--- src/include/apt_defines.vh ---
`ifndef APT_DEFINES_VH
`define APT_DEFINES_VH
// ----------------------------------------------------------------------
// register map (byte addresses, one aligned word each)
// ----------------------------------------------------------------------
`define APT_OFS_CTRL      12'h000
`define APT_OFS_STATUS    12'h004
`define APT_OFS_POWER     12'h008
`define APT_OFS_FILTER    12'h00C
`define APT_OFS_BAND      12'h010
`define APT_OFS_TUNED     12'h014
// ----------------------------------------------------------------------
// control register bits (write-one pulses)
// ----------------------------------------------------------------------
`define APT_CTRL_OPERATE  0
`define APT_CTRL_MANUAL   1
`define APT_CTRL_AUTO     2
`define APT_CTRL_LDN      3
`define APT_CTRL_LUP      4
`define APT_CTRL_CDN      5
`define APT_CTRL_CUP      6
`define APT_CTRL_CCDN     7
`define APT_CTRL_CCUP     8
`define APT_CTRL_MENU     9
// ----------------------------------------------------------------------
// power thresholds in watts, current in amperes
// ----------------------------------------------------------------------
`define APT_WIN_LOW_W     12'h03C
`define APT_WIN_HIGH_W    12'h064
`define APT_TUNE_MAX_W    12'h0FA
`define APT_OVL_LOW_W     12'h41A
`define APT_OVL_MID_W     12'h514
`define APT_OVL_HIGH_W    12'h5DC
`define APT_OVL_CUR_A     8'h2A
// ----------------------------------------------------------------------
// times and derived cycle counts at 40 MHz
// ----------------------------------------------------------------------
`define APT_CLK_HZ        40000000
`define APT_OVL_LOW_MS    500
`define APT_OVL_MID_MS    100
`define APT_OVL_CUR_MS    1000
`define APT_ERR_SHOW_MS   1500
`define APT_MS_CYC(ms)    ((ms) * (`APT_CLK_HZ / 1000))
// ----------------------------------------------------------------------
// display message codes, then element step max and reset values
// ----------------------------------------------------------------------
`define APT_MSG_NONE      4'h0
`define APT_MSG_SETPTT    4'h1
`define APT_MSG_SIGLOW    4'h2
`define APT_MSG_SIGHIGH   4'h3
`define APT_MSG_PLTUNE    4'h4
`define APT_MSG_DONE      4'h5
`define APT_MSG_ABORT     4'h6
`define APT_MSG_INOVL     4'h7
`define APT_MSG_INOVL1    4'h8
`define APT_MSG_OUTOVL    4'h9
`define APT_MSG_OUTMID    4'hA
`define APT_MSG_OUTHIGH   4'hB
`define APT_MSG_CUROVL    4'hC
`define APT_STEP_MAX      8'hFF
`define APT_STEP_RST      8'h80
`endif

--- src/verilog/apt_amp_ctrl.v ---
`timescale 1ns/1ps
`include "apt_defines.vh"

// Functional notes
// - power-on: bypass, ready off, filters frozen
// - operate press toggles active and bypass
// - activation only while transceiver ptt off
// - no bypass while any tuning mode
// - manual tune toggles, needs active amp
// - tuning meter view, show element values
// - below window shows signal low
// - above window shows signal high
// - inside window: please tune, allow steps
// - over 250 W aborts tuning
// - output inductance steps, 255 steps
// - output capacitance steps, 255 steps
// - softkeys step center capacitance setting
// - ptt drop or button ends tuning
// - on finish store settings, mark tuned
// - menu refused during manual tuning
// - active plus ptt routes amplified signal
// - overload drops ptt until release, error shown 1500 ms
// - software and hardware input overload distinct
// - 1050 W over 500 ms flags
// - 1300 W over 100 ms flags
// - 1500 W instant trip; 42 A 1000 ms
module apt_amp_ctrl #(
    parameter integer SUBBANDS = 64,                          // stored subband slots
    parameter integer LOW_CYC  = `APT_MS_CYC(`APT_OVL_LOW_MS), // 1050 W persistence
    parameter integer MID_CYC  = `APT_MS_CYC(`APT_OVL_MID_MS), // 1300 W persistence
    parameter integer CUR_CYC  = `APT_MS_CYC(`APT_OVL_CUR_MS), // 42 A persistence
    parameter integer ERR_CYC  = `APT_MS_CYC(`APT_ERR_SHOW_MS) // error message time
) (
    input  wire        clk_sys,    // 40 MHz system clock
    input  wire        rst,        // async reset, active high
    input  wire        psel,       // apb select
    input  wire        penable,    // apb access phase
    input  wire        pwrite,     // apb direction
    input  wire [11:0] paddr,      // apb byte address
    input  wire [31:0] pwdata,     // apb write data
    output reg  [31:0] prdata,     // apb read data
    output reg         pready,     // apb ready
    output reg         pslverr,    // apb error
    input  wire        trxPtt,     // transceiver ptt pin, active high
    input  wire        inOvlSw,    // input overload from software path
    input  wire        inOvlHw,    // input overload from hardware path
    input  wire [11:0] powerOut,   // output power, watts
    input  wire [7:0]  currentOut, // output current, amperes
    output reg         paActive,   // final amp active (not bypass)
    output reg         readyLed,   // ready indicator
    output reg         filterEn,   // filter board control enable
    output reg         intPtt,     // internal ptt to final amp
    output reg         manualLed,  // manual tune indicator
    output reg         meterTune,  // meter in 250 W tuning view
    output reg  [3:0]  dispMsg,    // display message code
    output reg  [7:0]  lOut,       // output inductance step
    output reg  [7:0]  cOut,       // output capacitance step
    output reg  [7:0]  ccOut,      // center capacitance setting step
    output reg         saveStb     // persistent store strobe
);

    // ------------------------------------------------------------------
    // pin synchronisers
    // ------------------------------------------------------------------
    reg [2:0] syncA_ff;            // first stage
    reg [2:0] syncB_ff;            // second stage, only this is read
    always @(posedge clk_sys or posedge rst) begin
        if (rst) begin
            syncA_ff <= 3'h0;
            syncB_ff <= 3'h0;
        end else begin
            syncA_ff <= {inOvlHw, inOvlSw, trxPtt};
            syncB_ff <= syncA_ff;
        end
    end
    wire pttS   = syncB_ff[0];     // synced transceiver ptt
    wire ovlSwS = syncB_ff[1];     // synced software input overload
    wire ovlHwS = syncB_ff[2];     // synced hardware input overload

    // power and current come from an on-chip converter on this clock
    wire overWin  = powerOut > `APT_WIN_HIGH_W;
    wire underWin = powerOut < `APT_WIN_LOW_W;
    wire overTune = powerOut > `APT_TUNE_MAX_W;
    wire overLow  = powerOut > `APT_OVL_LOW_W;
    wire overMid  = powerOut > `APT_OVL_MID_W;
    wire overHigh = powerOut > `APT_OVL_HIGH_W;
    wire overCur  = currentOut > `APT_OVL_CUR_A;

    // ------------------------------------------------------------------
    // apb slave: zero-wait, single-cycle access phase
    // ------------------------------------------------------------------
    wire apbAcc = psel & penable;
    wire apbWr  = apbAcc & pwrite;
    wire mapped = (paddr == `APT_OFS_CTRL) || (paddr == `APT_OFS_STATUS) ||
                  (paddr == `APT_OFS_POWER) || (paddr == `APT_OFS_FILTER) ||
                  (paddr == `APT_OFS_BAND) || (paddr == `APT_OFS_TUNED);
    wire ctrlWr = apbWr & (paddr == `APT_OFS_CTRL);
    // button presses arrive as write-one pulses in the control word
    wire pOper  = ctrlWr & pwdata[`APT_CTRL_OPERATE];
    wire pMan   = ctrlWr & pwdata[`APT_CTRL_MANUAL];
    wire pAuto  = ctrlWr & pwdata[`APT_CTRL_AUTO];
    wire pLdn   = ctrlWr & pwdata[`APT_CTRL_LDN];
    wire pLup   = ctrlWr & pwdata[`APT_CTRL_LUP];
    wire pCdn   = ctrlWr & pwdata[`APT_CTRL_CDN];
    wire pCup   = ctrlWr & pwdata[`APT_CTRL_CUP];
    wire pCCdn  = ctrlWr & pwdata[`APT_CTRL_CCDN];
    wire pCCup  = ctrlWr & pwdata[`APT_CTRL_CCUP];
    wire pMenu  = ctrlWr & pwdata[`APT_CTRL_MENU];

    reg [5:0]  band_ff;            // current subband index
    reg        autoMode_ff;        // auto tuning selected (mode flag only)
    reg        menuOpen_ff;        // softkey menu shown
    reg        tripped_ff;         // overload trip latched
    reg [4:0]  ovlFlags_ff;        // sticky: insw inhw low mid high/cur
    reg [SUBBANDS-1:0] tuned_ff;   // subband tuned marks
    reg [23:0] store_ff [0:SUBBANDS-1]; // per-subband settings

    // ------------------------------------------------------------------
    // operate interlock
    // ------------------------------------------------------------------
    wire tuning  = manualLed | autoMode_ff;
    wire goActive = pOper & ~paActive & ~pttS;
    wire goBypass = pOper & paActive & ~tuning;
    wire hardOff  = overHigh & paActive;
    // the 1500 W trip outranks any button press
    always @(posedge clk_sys or posedge rst) begin
        if (rst) begin
            paActive <= 1'b0;
            readyLed <= 1'b0;
            filterEn <= 1'b0;
        end else if (hardOff) begin
            paActive <= 1'b0;
            readyLed <= 1'b0;
            filterEn <= 1'b0;
        end else if (goActive | goBypass) begin
            paActive <= goActive;
            readyLed <= goActive;
            filterEn <= goActive;
        end
    end

    // ------------------------------------------------------------------
    // tuning modes, menu, subband register
    // ------------------------------------------------------------------
    reg pttSeen_ff;                // ptt was on during this tuning
    wire manOn    = pMan & ~manualLed & paActive & ~autoMode_ff;
    wire manBtnEnd = pMan & manualLed;
    wire manAbort = manualLed & overTune;
    wire manPttEnd = manualLed & pttSeen_ff & ~pttS;
    wire manEnd   = manBtnEnd | manPttEnd;
    // tune mode, auto flag, menu and subband select
    always @(posedge clk_sys or posedge rst) begin
        if (rst) begin
            manualLed   <= 1'b0;
            meterTune   <= 1'b0;
            autoMode_ff <= 1'b0;
            menuOpen_ff <= 1'b0;
            pttSeen_ff  <= 1'b0;
            band_ff     <= 6'h00;
        end else begin
            if (manOn) begin
                manualLed <= 1'b1;
                meterTune <= 1'b1;
            end else if (manAbort | manEnd) begin
                manualLed <= 1'b0;
                meterTune <= autoMode_ff;
            end
            // auto tuning engine lives elsewhere; only its mode flag is kept
            if (pAuto & ~manualLed)
                autoMode_ff <= ~autoMode_ff & paActive;
            if (manualLed & pttS)
                pttSeen_ff <= 1'b1;
            else if (~manualLed)
                pttSeen_ff <= 1'b0;
            // menu is refused while manual tuning, and hidden on entry
            if (manOn)
                menuOpen_ff <= 1'b0;
            else if (pMenu & ~manualLed)
                menuOpen_ff <= ~menuOpen_ff;
            if (apbWr & (paddr == `APT_OFS_BAND) & ~manualLed)
                band_ff <= pwdata[5:0];
        end
    end

    // ------------------------------------------------------------------
    // filter elements: load from store, step while power is in window
    // ------------------------------------------------------------------
    wire inWin = manualLed & ~underWin & ~overWin;

    function [7:0] stepVal;
        input [7:0] v;
        input       dn;
        input       up;
        begin
            if (up & ~dn & (v != `APT_STEP_MAX))
                stepVal = v + 8'h01;
            else if (dn & ~up & (v != 8'h00))
                stepVal = v - 8'h01;
            else
                stepVal = v;
        end
    endfunction
    wire [23:0] stored = store_ff[band_ff];
    // manual tune entry loads the slot; steps only in window
    always @(posedge clk_sys or posedge rst) begin
        if (rst) begin
            lOut  <= `APT_STEP_RST;
            cOut  <= `APT_STEP_RST;
            ccOut <= `APT_STEP_RST;
        end else if (manOn) begin
            {lOut, cOut, ccOut} <= stored;
        end else if (inWin) begin
            lOut  <= stepVal(lOut, pLdn, pLup);
            cOut  <= stepVal(cOut, pCdn, pCup);
            ccOut <= stepVal(ccOut, pCCdn, pCCup);
        end
    end

    // persistent store: the array stands in for the nonvolatile part
    genvar gi;
    generate
        for (gi = 0; gi < SUBBANDS; gi = gi + 1) begin : gSlot
            always @(posedge clk_sys or posedge rst) begin
                if (rst) begin
                    store_ff[gi] <= {`APT_STEP_RST, `APT_STEP_RST, `APT_STEP_RST};
                    tuned_ff[gi] <= 1'b0;
                end else if (manEnd & (band_ff == gi)) begin
                    store_ff[gi] <= {lOut, cOut, ccOut};
                    tuned_ff[gi] <= 1'b1;
                end
            end
        end
    endgenerate

    always @(posedge clk_sys or posedge rst) begin
        if (rst)
            saveStb <= 1'b0;
        else
            saveStb <= manEnd;
    end

    // ------------------------------------------------------------------
    // overload timers and trip
    // ------------------------------------------------------------------
    reg [31:0] lowCnt_ff;          // time above 1050 W
    reg [31:0] midCnt_ff;          // time above 1300 W
    reg [31:0] curCnt_ff;          // time above 42 A
    reg [31:0] errCnt_ff;          // error message hold
    wire lowHit = overLow & (lowCnt_ff >= LOW_CYC);
    wire midHit = overMid & (midCnt_ff >= MID_CYC);
    wire curHit = overCur & (curCnt_ff >= CUR_CYC);
    wire anyOvl = ovlSwS | ovlHwS | lowHit | midHit | overHigh | curHit;

    // first matching source names the error
    reg [3:0] ovlMsg;
    always @* begin
        ovlMsg = `APT_MSG_NONE;
        if (overHigh)
            ovlMsg = `APT_MSG_OUTHIGH;
        else if (ovlHwS)
            ovlMsg = `APT_MSG_INOVL1;
        else if (ovlSwS)
            ovlMsg = `APT_MSG_INOVL;
        else if (midHit)
            ovlMsg = `APT_MSG_OUTMID;
        else if (lowHit)
            ovlMsg = `APT_MSG_OUTOVL;
        else if (curHit)
            ovlMsg = `APT_MSG_CUROVL;
    end
    reg [3:0] errMsg_ff;           // latched error message
    // counters saturate at the limit instead of wrapping
    always @(posedge clk_sys or posedge rst) begin
        if (rst) begin
            lowCnt_ff   <= 32'h0;
            midCnt_ff   <= 32'h0;
            curCnt_ff   <= 32'h0;
            errCnt_ff   <= 32'h0;
            errMsg_ff   <= `APT_MSG_NONE;
            tripped_ff  <= 1'b0;
            ovlFlags_ff <= 5'h00;
        end else begin
            lowCnt_ff <= overLow ? lowCnt_ff + ((lowCnt_ff < LOW_CYC) ? 32'h1 : 32'h0) : 32'h0;
            midCnt_ff <= overMid ? midCnt_ff + ((midCnt_ff < MID_CYC) ? 32'h1 : 32'h0) : 32'h0;
            curCnt_ff <= overCur ? curCnt_ff + ((curCnt_ff < CUR_CYC) ? 32'h1 : 32'h0) : 32'h0;
            if (anyOvl & ~tripped_ff) begin
                tripped_ff <= 1'b1;
                errCnt_ff  <= ERR_CYC;
                errMsg_ff  <= ovlMsg;
            end else begin
                if (tripped_ff & ~pttS & ~anyOvl)
                    tripped_ff <= 1'b0;
                if (errCnt_ff != 32'h0)
                    errCnt_ff <= errCnt_ff - 32'h1;
            end
            // sticky flags, set wins over a clear in the same write
            ovlFlags_ff <= (ovlFlags_ff &
                ~((apbWr & (paddr == `APT_OFS_STATUS)) ? pwdata[12:8] : 5'h00)) |
                {overHigh | curHit, midHit, lowHit, ovlHwS, ovlSwS};
        end
    end

    // internal ptt and display
    reg [3:0] nxt_msg;
    always @* begin
        if (errCnt_ff != 32'h0)
            nxt_msg = errMsg_ff;
        else if (manAbort)
            nxt_msg = `APT_MSG_ABORT;
        else if (manBtnEnd)
            nxt_msg = `APT_MSG_DONE;
        else if (manualLed & ~pttS)
            nxt_msg = `APT_MSG_SETPTT;
        else if (manualLed & underWin)
            nxt_msg = `APT_MSG_SIGLOW;
        else if (manualLed & overWin)
            nxt_msg = `APT_MSG_SIGHIGH;
        else if (manualLed)
            nxt_msg = `APT_MSG_PLTUNE;
        else if ((dispMsg == `APT_MSG_DONE) | (dispMsg == `APT_MSG_ABORT))
            nxt_msg = pttS ? dispMsg : `APT_MSG_NONE;   // stays until ptt released
        else
            nxt_msg = `APT_MSG_NONE;
    end
    always @(posedge clk_sys or posedge rst) begin
        if (rst) begin
            intPtt  <= 1'b0;
            dispMsg <= `APT_MSG_NONE;
        end else begin
            intPtt  <= paActive & pttS & ~tripped_ff & ~anyOvl & ~hardOff;
            dispMsg <= nxt_msg;
        end
    end

    // tuned marks of the low 32 slots; spare bits read as zero
    wire [31:0] tunedWord;         // tuned marks as one word
    genvar gt;
    generate
        for (gt = 0; gt < 32; gt = gt + 1) begin : gTun
            if (gt < SUBBANDS) begin : gUse
                assign tunedWord[gt] = tuned_ff[gt];
            end else begin : gZero
                assign tunedWord[gt] = 1'b0;
            end
        end
    endgenerate

    // ------------------------------------------------------------------
    // apb answer
    // ------------------------------------------------------------------
    always @(posedge clk_sys or posedge rst) begin
        if (rst) begin
            prdata  <= 32'h0;
            pready  <= 1'b0;
            pslverr <= 1'b0;
        end else begin
            pready  <= psel & ~penable;   // ready in first access cycle
            pslverr <= psel & ~penable & ~mapped;
            prdata  <= 32'h0;
            if (psel & ~penable & ~pwrite) begin
                case (paddr)
                    `APT_OFS_STATUS: prdata <= {18'h0, ovlFlags_ff, dispMsg, menuOpen_ff,
                        tripped_ff, autoMode_ff, manualLed, paActive};
                    `APT_OFS_POWER:  prdata <= {12'h0, currentOut, powerOut};
                    `APT_OFS_FILTER: prdata <= {8'h0, lOut, cOut, ccOut};
                    `APT_OFS_BAND:   prdata <= {25'h0, tuned_ff[band_ff], band_ff};
                    `APT_OFS_TUNED:  prdata <= tunedWord;
                    default:         prdata <= 32'h0;
                endcase
            end
        end
    end

endmodule // apt_amp_ctrl

--- config.mk ---
export PLATFORM = sky130hd
export DESIGN_NAME = apt_amp_ctrl
export DESIGN_NICKNAME = d
export VERILOG_FILES = /design/src/verilog/apt_amp_ctrl.v
export VERILOG_INCLUDE_DIRS = /design/src /design/src/include
export SDC_FILE = /design/constraint.sdc
export NUM_CORES = 2
export LEC_CHECK = 0
export BUFFER_PORTS_ARGS = -buffer_cell sky130_fd_sc_hd__buf_2
export CAP_MARGIN = 20
export CORE_ASPECT_RATIO = 1.5
export CORE_MARGIN = 5
export CORE_UTILIZATION = 30
export DETAILED_ROUTE_END_ITERATION = 12
export GPL_TIMING_DRIVEN = 0
export PLACE_DENSITY = 0.41
export SLEW_MARGIN = 20
export SYNTH_ARGS = -nofsm -noshare
export SYNTH_HDL_FRONTEND = slang
export SYNTH_SLANG_ARGS = --single-unit
--- constraint.sdc ---
create_clock -name clk_sys -period 64.1 [get_ports clk_sys]
set_input_delay 6.41 -clock clk_sys [delete_from_list [all_inputs] [get_ports clk_sys]]
set_output_delay 6.41 -clock clk_sys [all_outputs]
set_load 0.005 [all_outputs]
==> run metrics <==
initial antenna violation count 17; Top FF cell, synth dfrtp_1; die height 662 µm; worst min path class reg -> reg; final setup vio count 0; mapped cell area 0.0851 mm²; most frequent cell on the critical path nand3_1; Root Driver clkbuf_16; cell count after synthesis 5594; layout cells sized above 1 50.5%; Tcrit/Tclk final 16.4%; TritonCTS clock tree built; Vias 51200; drt total wl 340000 µm; crit-path cells buf_2 > nor4_1 > nand3_1 > or2_2 > clkbuf_1 > nor3_1 > nand3_1 > clkbuf_2 > a2111oi_0 > a21oi_1; dpl ws 52.74 ns; largest net degree at the start of global routing 103; die area 0.295 mm²; CP Max Fanout 10; Port Buffer Count 120; P per Cell Area 24.5 mW/mm²; setup TNS 0 ns; Layout Utilization 35.0%; slowest cell delay on critical path 0.81 ns; Worst-Skew Late Latency 0.87 ns; Setup crit end cOut[2]$_DFFE_PP0P_; Buf+Inv Stages, Crit Path 3; reg2reg setup slack 58.72 ns; cts bufs inserted 196; crit path kind in -> reg; CP Data Arrival Time 11.25 ns; reg2reg start band_ff[1]$_DFFE_PP0P_; drt first pass iters 6; final net count 6081; FFs w/ async S/R, synth 100%; area of placed instances 0.0921 mm²; max cap viols 0; Cell variety after synth 76; Hold Vio Cnt, Final 0; Via density 5.18; CTS resizes 0; CTS H-tree depth 4; depth of the worst register-to-register path 10; clock skew 0.0484 ns; CP required 64.81 ns; ranking of synthesized cells by area dfrtp_1 48%, mux2_2 20%, mux4_2 12%, dfstp_2 6.0%, clkbuf_1 1.1%; Leak 44.5 nW; # fillers 27300; worst-margin pin slew 1.21 ns; Final WS setup 53.56 ns; Crit. End Element register; post-route design area 0.0988 mm²; post-synth top area share 47.8%; origin of the worst setup path paddr[7]; Clock Sink Count 1820; reg2reg end lOut[2]$_DFFE_PP0P_; cell taking the most area after synthesis dfrtp_1; Setup Fix Bufs, Post-CTS 0; Die W 445 µm; post-DR wirelength/cell 34.4 µm; clock buffer depth 4; Multi-input gate area 0.0364 mm²; Avg Inst Size Synth 15.2 µm²; Synth Net Count 5697; max-slew violation count 0; Initial Utilization 30.1%; unrepaired setup endpoints after global routing no; DRC errors left 0; Slew headroom 19.3%; register area 0.0458 mm²; post-synthesis register bit count 1820; antenna-violating nets left 0; fmax 94.8 MHz; Tmin final 10.54 ns; vias in the first global route 54300; Synthesis Warnings 0; gr usage total 22.9%; Post-synth EDFFs 0; CP max stage cell nand3_1; VDD IR max 17.7 µV; sequential fraction of the synthesis area 53.8%; status finished clean; Initial DRC Count 3157; number of cells on the critical path 10; detailed placement HPWL 250000 µm; CP Launch Type input pin; hold bufs inserted after CTS 0; total gr overflow 0; global-route wire length before repair 469000 µm; Core ar. 0.283 mm²; Ports 141; delay-heaviest family, CP simple AND/OR/NAND/NOR gates; CTS clock-pin slew for the worst setup and hold paths 0.07 ns; Area Growth Syn to Fin 16.0%; RePlAce Congestion 0.866; Rows 239
[logic make-up after synthesis]
kind of cell / count (synthesis) / synth area share, %
adders and majority gates: 31 / 0.482
muxes: 2088 / 33.7
and+or+nand+nor: 746 / 4.82
buffers and inverters: 498 / 3.53
AOI/OAI and AO/OA: 279 / 2.29
xor gates and xnor gates: 132 / 1.36
DFF: 1820 / 53.8
[where the power goes]
part           switching (mW)  internal [mW]  total, mW
logic                  0.0401         0.0152     0.0554
registers             0.00715           1.16       1.16
clock network           0.506          0.696       1.20
total                   0.553           1.87       2.42
[metal layers]
metal,vias up,share of wire [%],track usage (%)
met5,-,0.0047,0
met4,2,5.6,10.8
met3,473,3.2,2.39
met2,1083,52,41.4
met1,28300,39,27.2
li1,21400,-,-
[sequential cells by signal, summed over array words and instances (netlist names), 4 cells and up]
name         flops
band_ff          6
errMsg_ff        4
cOut             8
tunedWord       32
prdata          32
midCnt_ff       32
tuned_ff        32
ccOut            8
store_ff      1536
lowCnt_ff       32
lOut             8
errCnt_ff       32
dispMsg          4
curCnt_ff       32
ovlFlags_ff      5
[worst reg2reg max path, delay by kind of cell (launching register included)]
kind | cells | cell delay [ns]
buffers and inverters | 5 | 3.18
AO/OA/AOI/OAI | 3 | 0.93
flip-flops | 1 | 0.35
multiplexers | 2 | 0.80
[layout make-up]
class / instances / share of cell area, %
sequential: 1820 / 46.4
multi-input combinational: 3276 / 36.8
clock buffer: 301 / 6.02
tap: 3735 / 4.73
buffer: 474 / 3.04
timing repair buffer: 186 / 2.23
clock inverter: 51 / 0.651
inverter: 24 / 0.0988
antenna: 13 / 0.0329
[worst min path at each step]
| stage | from | to | slack (ns) | depth (start not counted) |
|---|---|---|---|---|
| 2_1_floorplan | syncA_ff[0]$_DFF_PP0_ | syncB_ff[0]$_DFF_PP0_ | 0.33 | 0 |
| 3_3_place_gp | syncA_ff[2]$_DFF_PP0_ | syncB_ff[2]$_DFF_PP0_ | 0.35 | 0 |
| 3_5_place_dp | syncA_ff[1]$_DFF_PP0_ | syncB_ff[1]$_DFF_PP0_ | 0.34 | 0 |
| 4_1_cts | syncA_ff[1]$_DFF_PP0_ | syncB_ff[1]$_DFF_PP0_ | 0.36 | 0 |
| 5_1_grt | syncA_ff[1]$_DFF_PP0_ | syncB_ff[1]$_DFF_PP0_ | 0.37 | 0 |
| 6_report | syncA_ff[1]$_DFF_PP0_ | syncB_ff[1]$_DFF_PP0_ | 0.36 | 0 |
[per-stage QoR]
step	hold slack [ns]	total power, mW	instances
final	0.356	2.42	9880
after global placement	0.350	1.24	9449
after floorplan	0.331	1.22	5594
after global routing	0.365	2.50	9868
after CTS	0.358	2.45	9867
after detailed placement	0.337	1.24	9515
[cells in the final DEF, fill, tap and decap left out, types with 49 or more instances in the layout]
cell          n
nand3_1      59
dfrtp_1    1625
buf_6        77
mux4_2      460
buf_4        50
xnor2_1      62
o21ai_0      55
clkbuf_16   201
or2_2        67
xor2_1       70
buf_2       199
clkbuf_2     49
clkbuf_8     54
clkbuf_1    239
nand2_1     138
mux2_2     1492
dfstp_2     195
mux2i_1      79
nor2_1      194
[synth_stat cells, types with 17 or more instances]
library cell,instances
nor2_1,194
mux2i_1,79
nand3_1,59
buf_6,76
mux4_2,460
clkbuf_1,243
a22oi_1,31
buf_1,20
nor2b_1,29
a21oi_1,48
dfrtp_1,1625
xnor2_1,62
mux2_1,28
and3_1,24
inv_1,24
ha_1,28
nor2_2,24
a22o_1,21
buf_4,48
xor2_1,70
nand2_1,138
or3_1,30
or2_2,67
o22ai_1,18
and2_1,17
nand4_1,26
o21ai_0,56
mux2_4,29
mux2_2,1492
buf_2,65
nor2_4,29
nor3_1,33
dfstp_2,195
nor4_1,26
(Power assumes the default switching activity.)
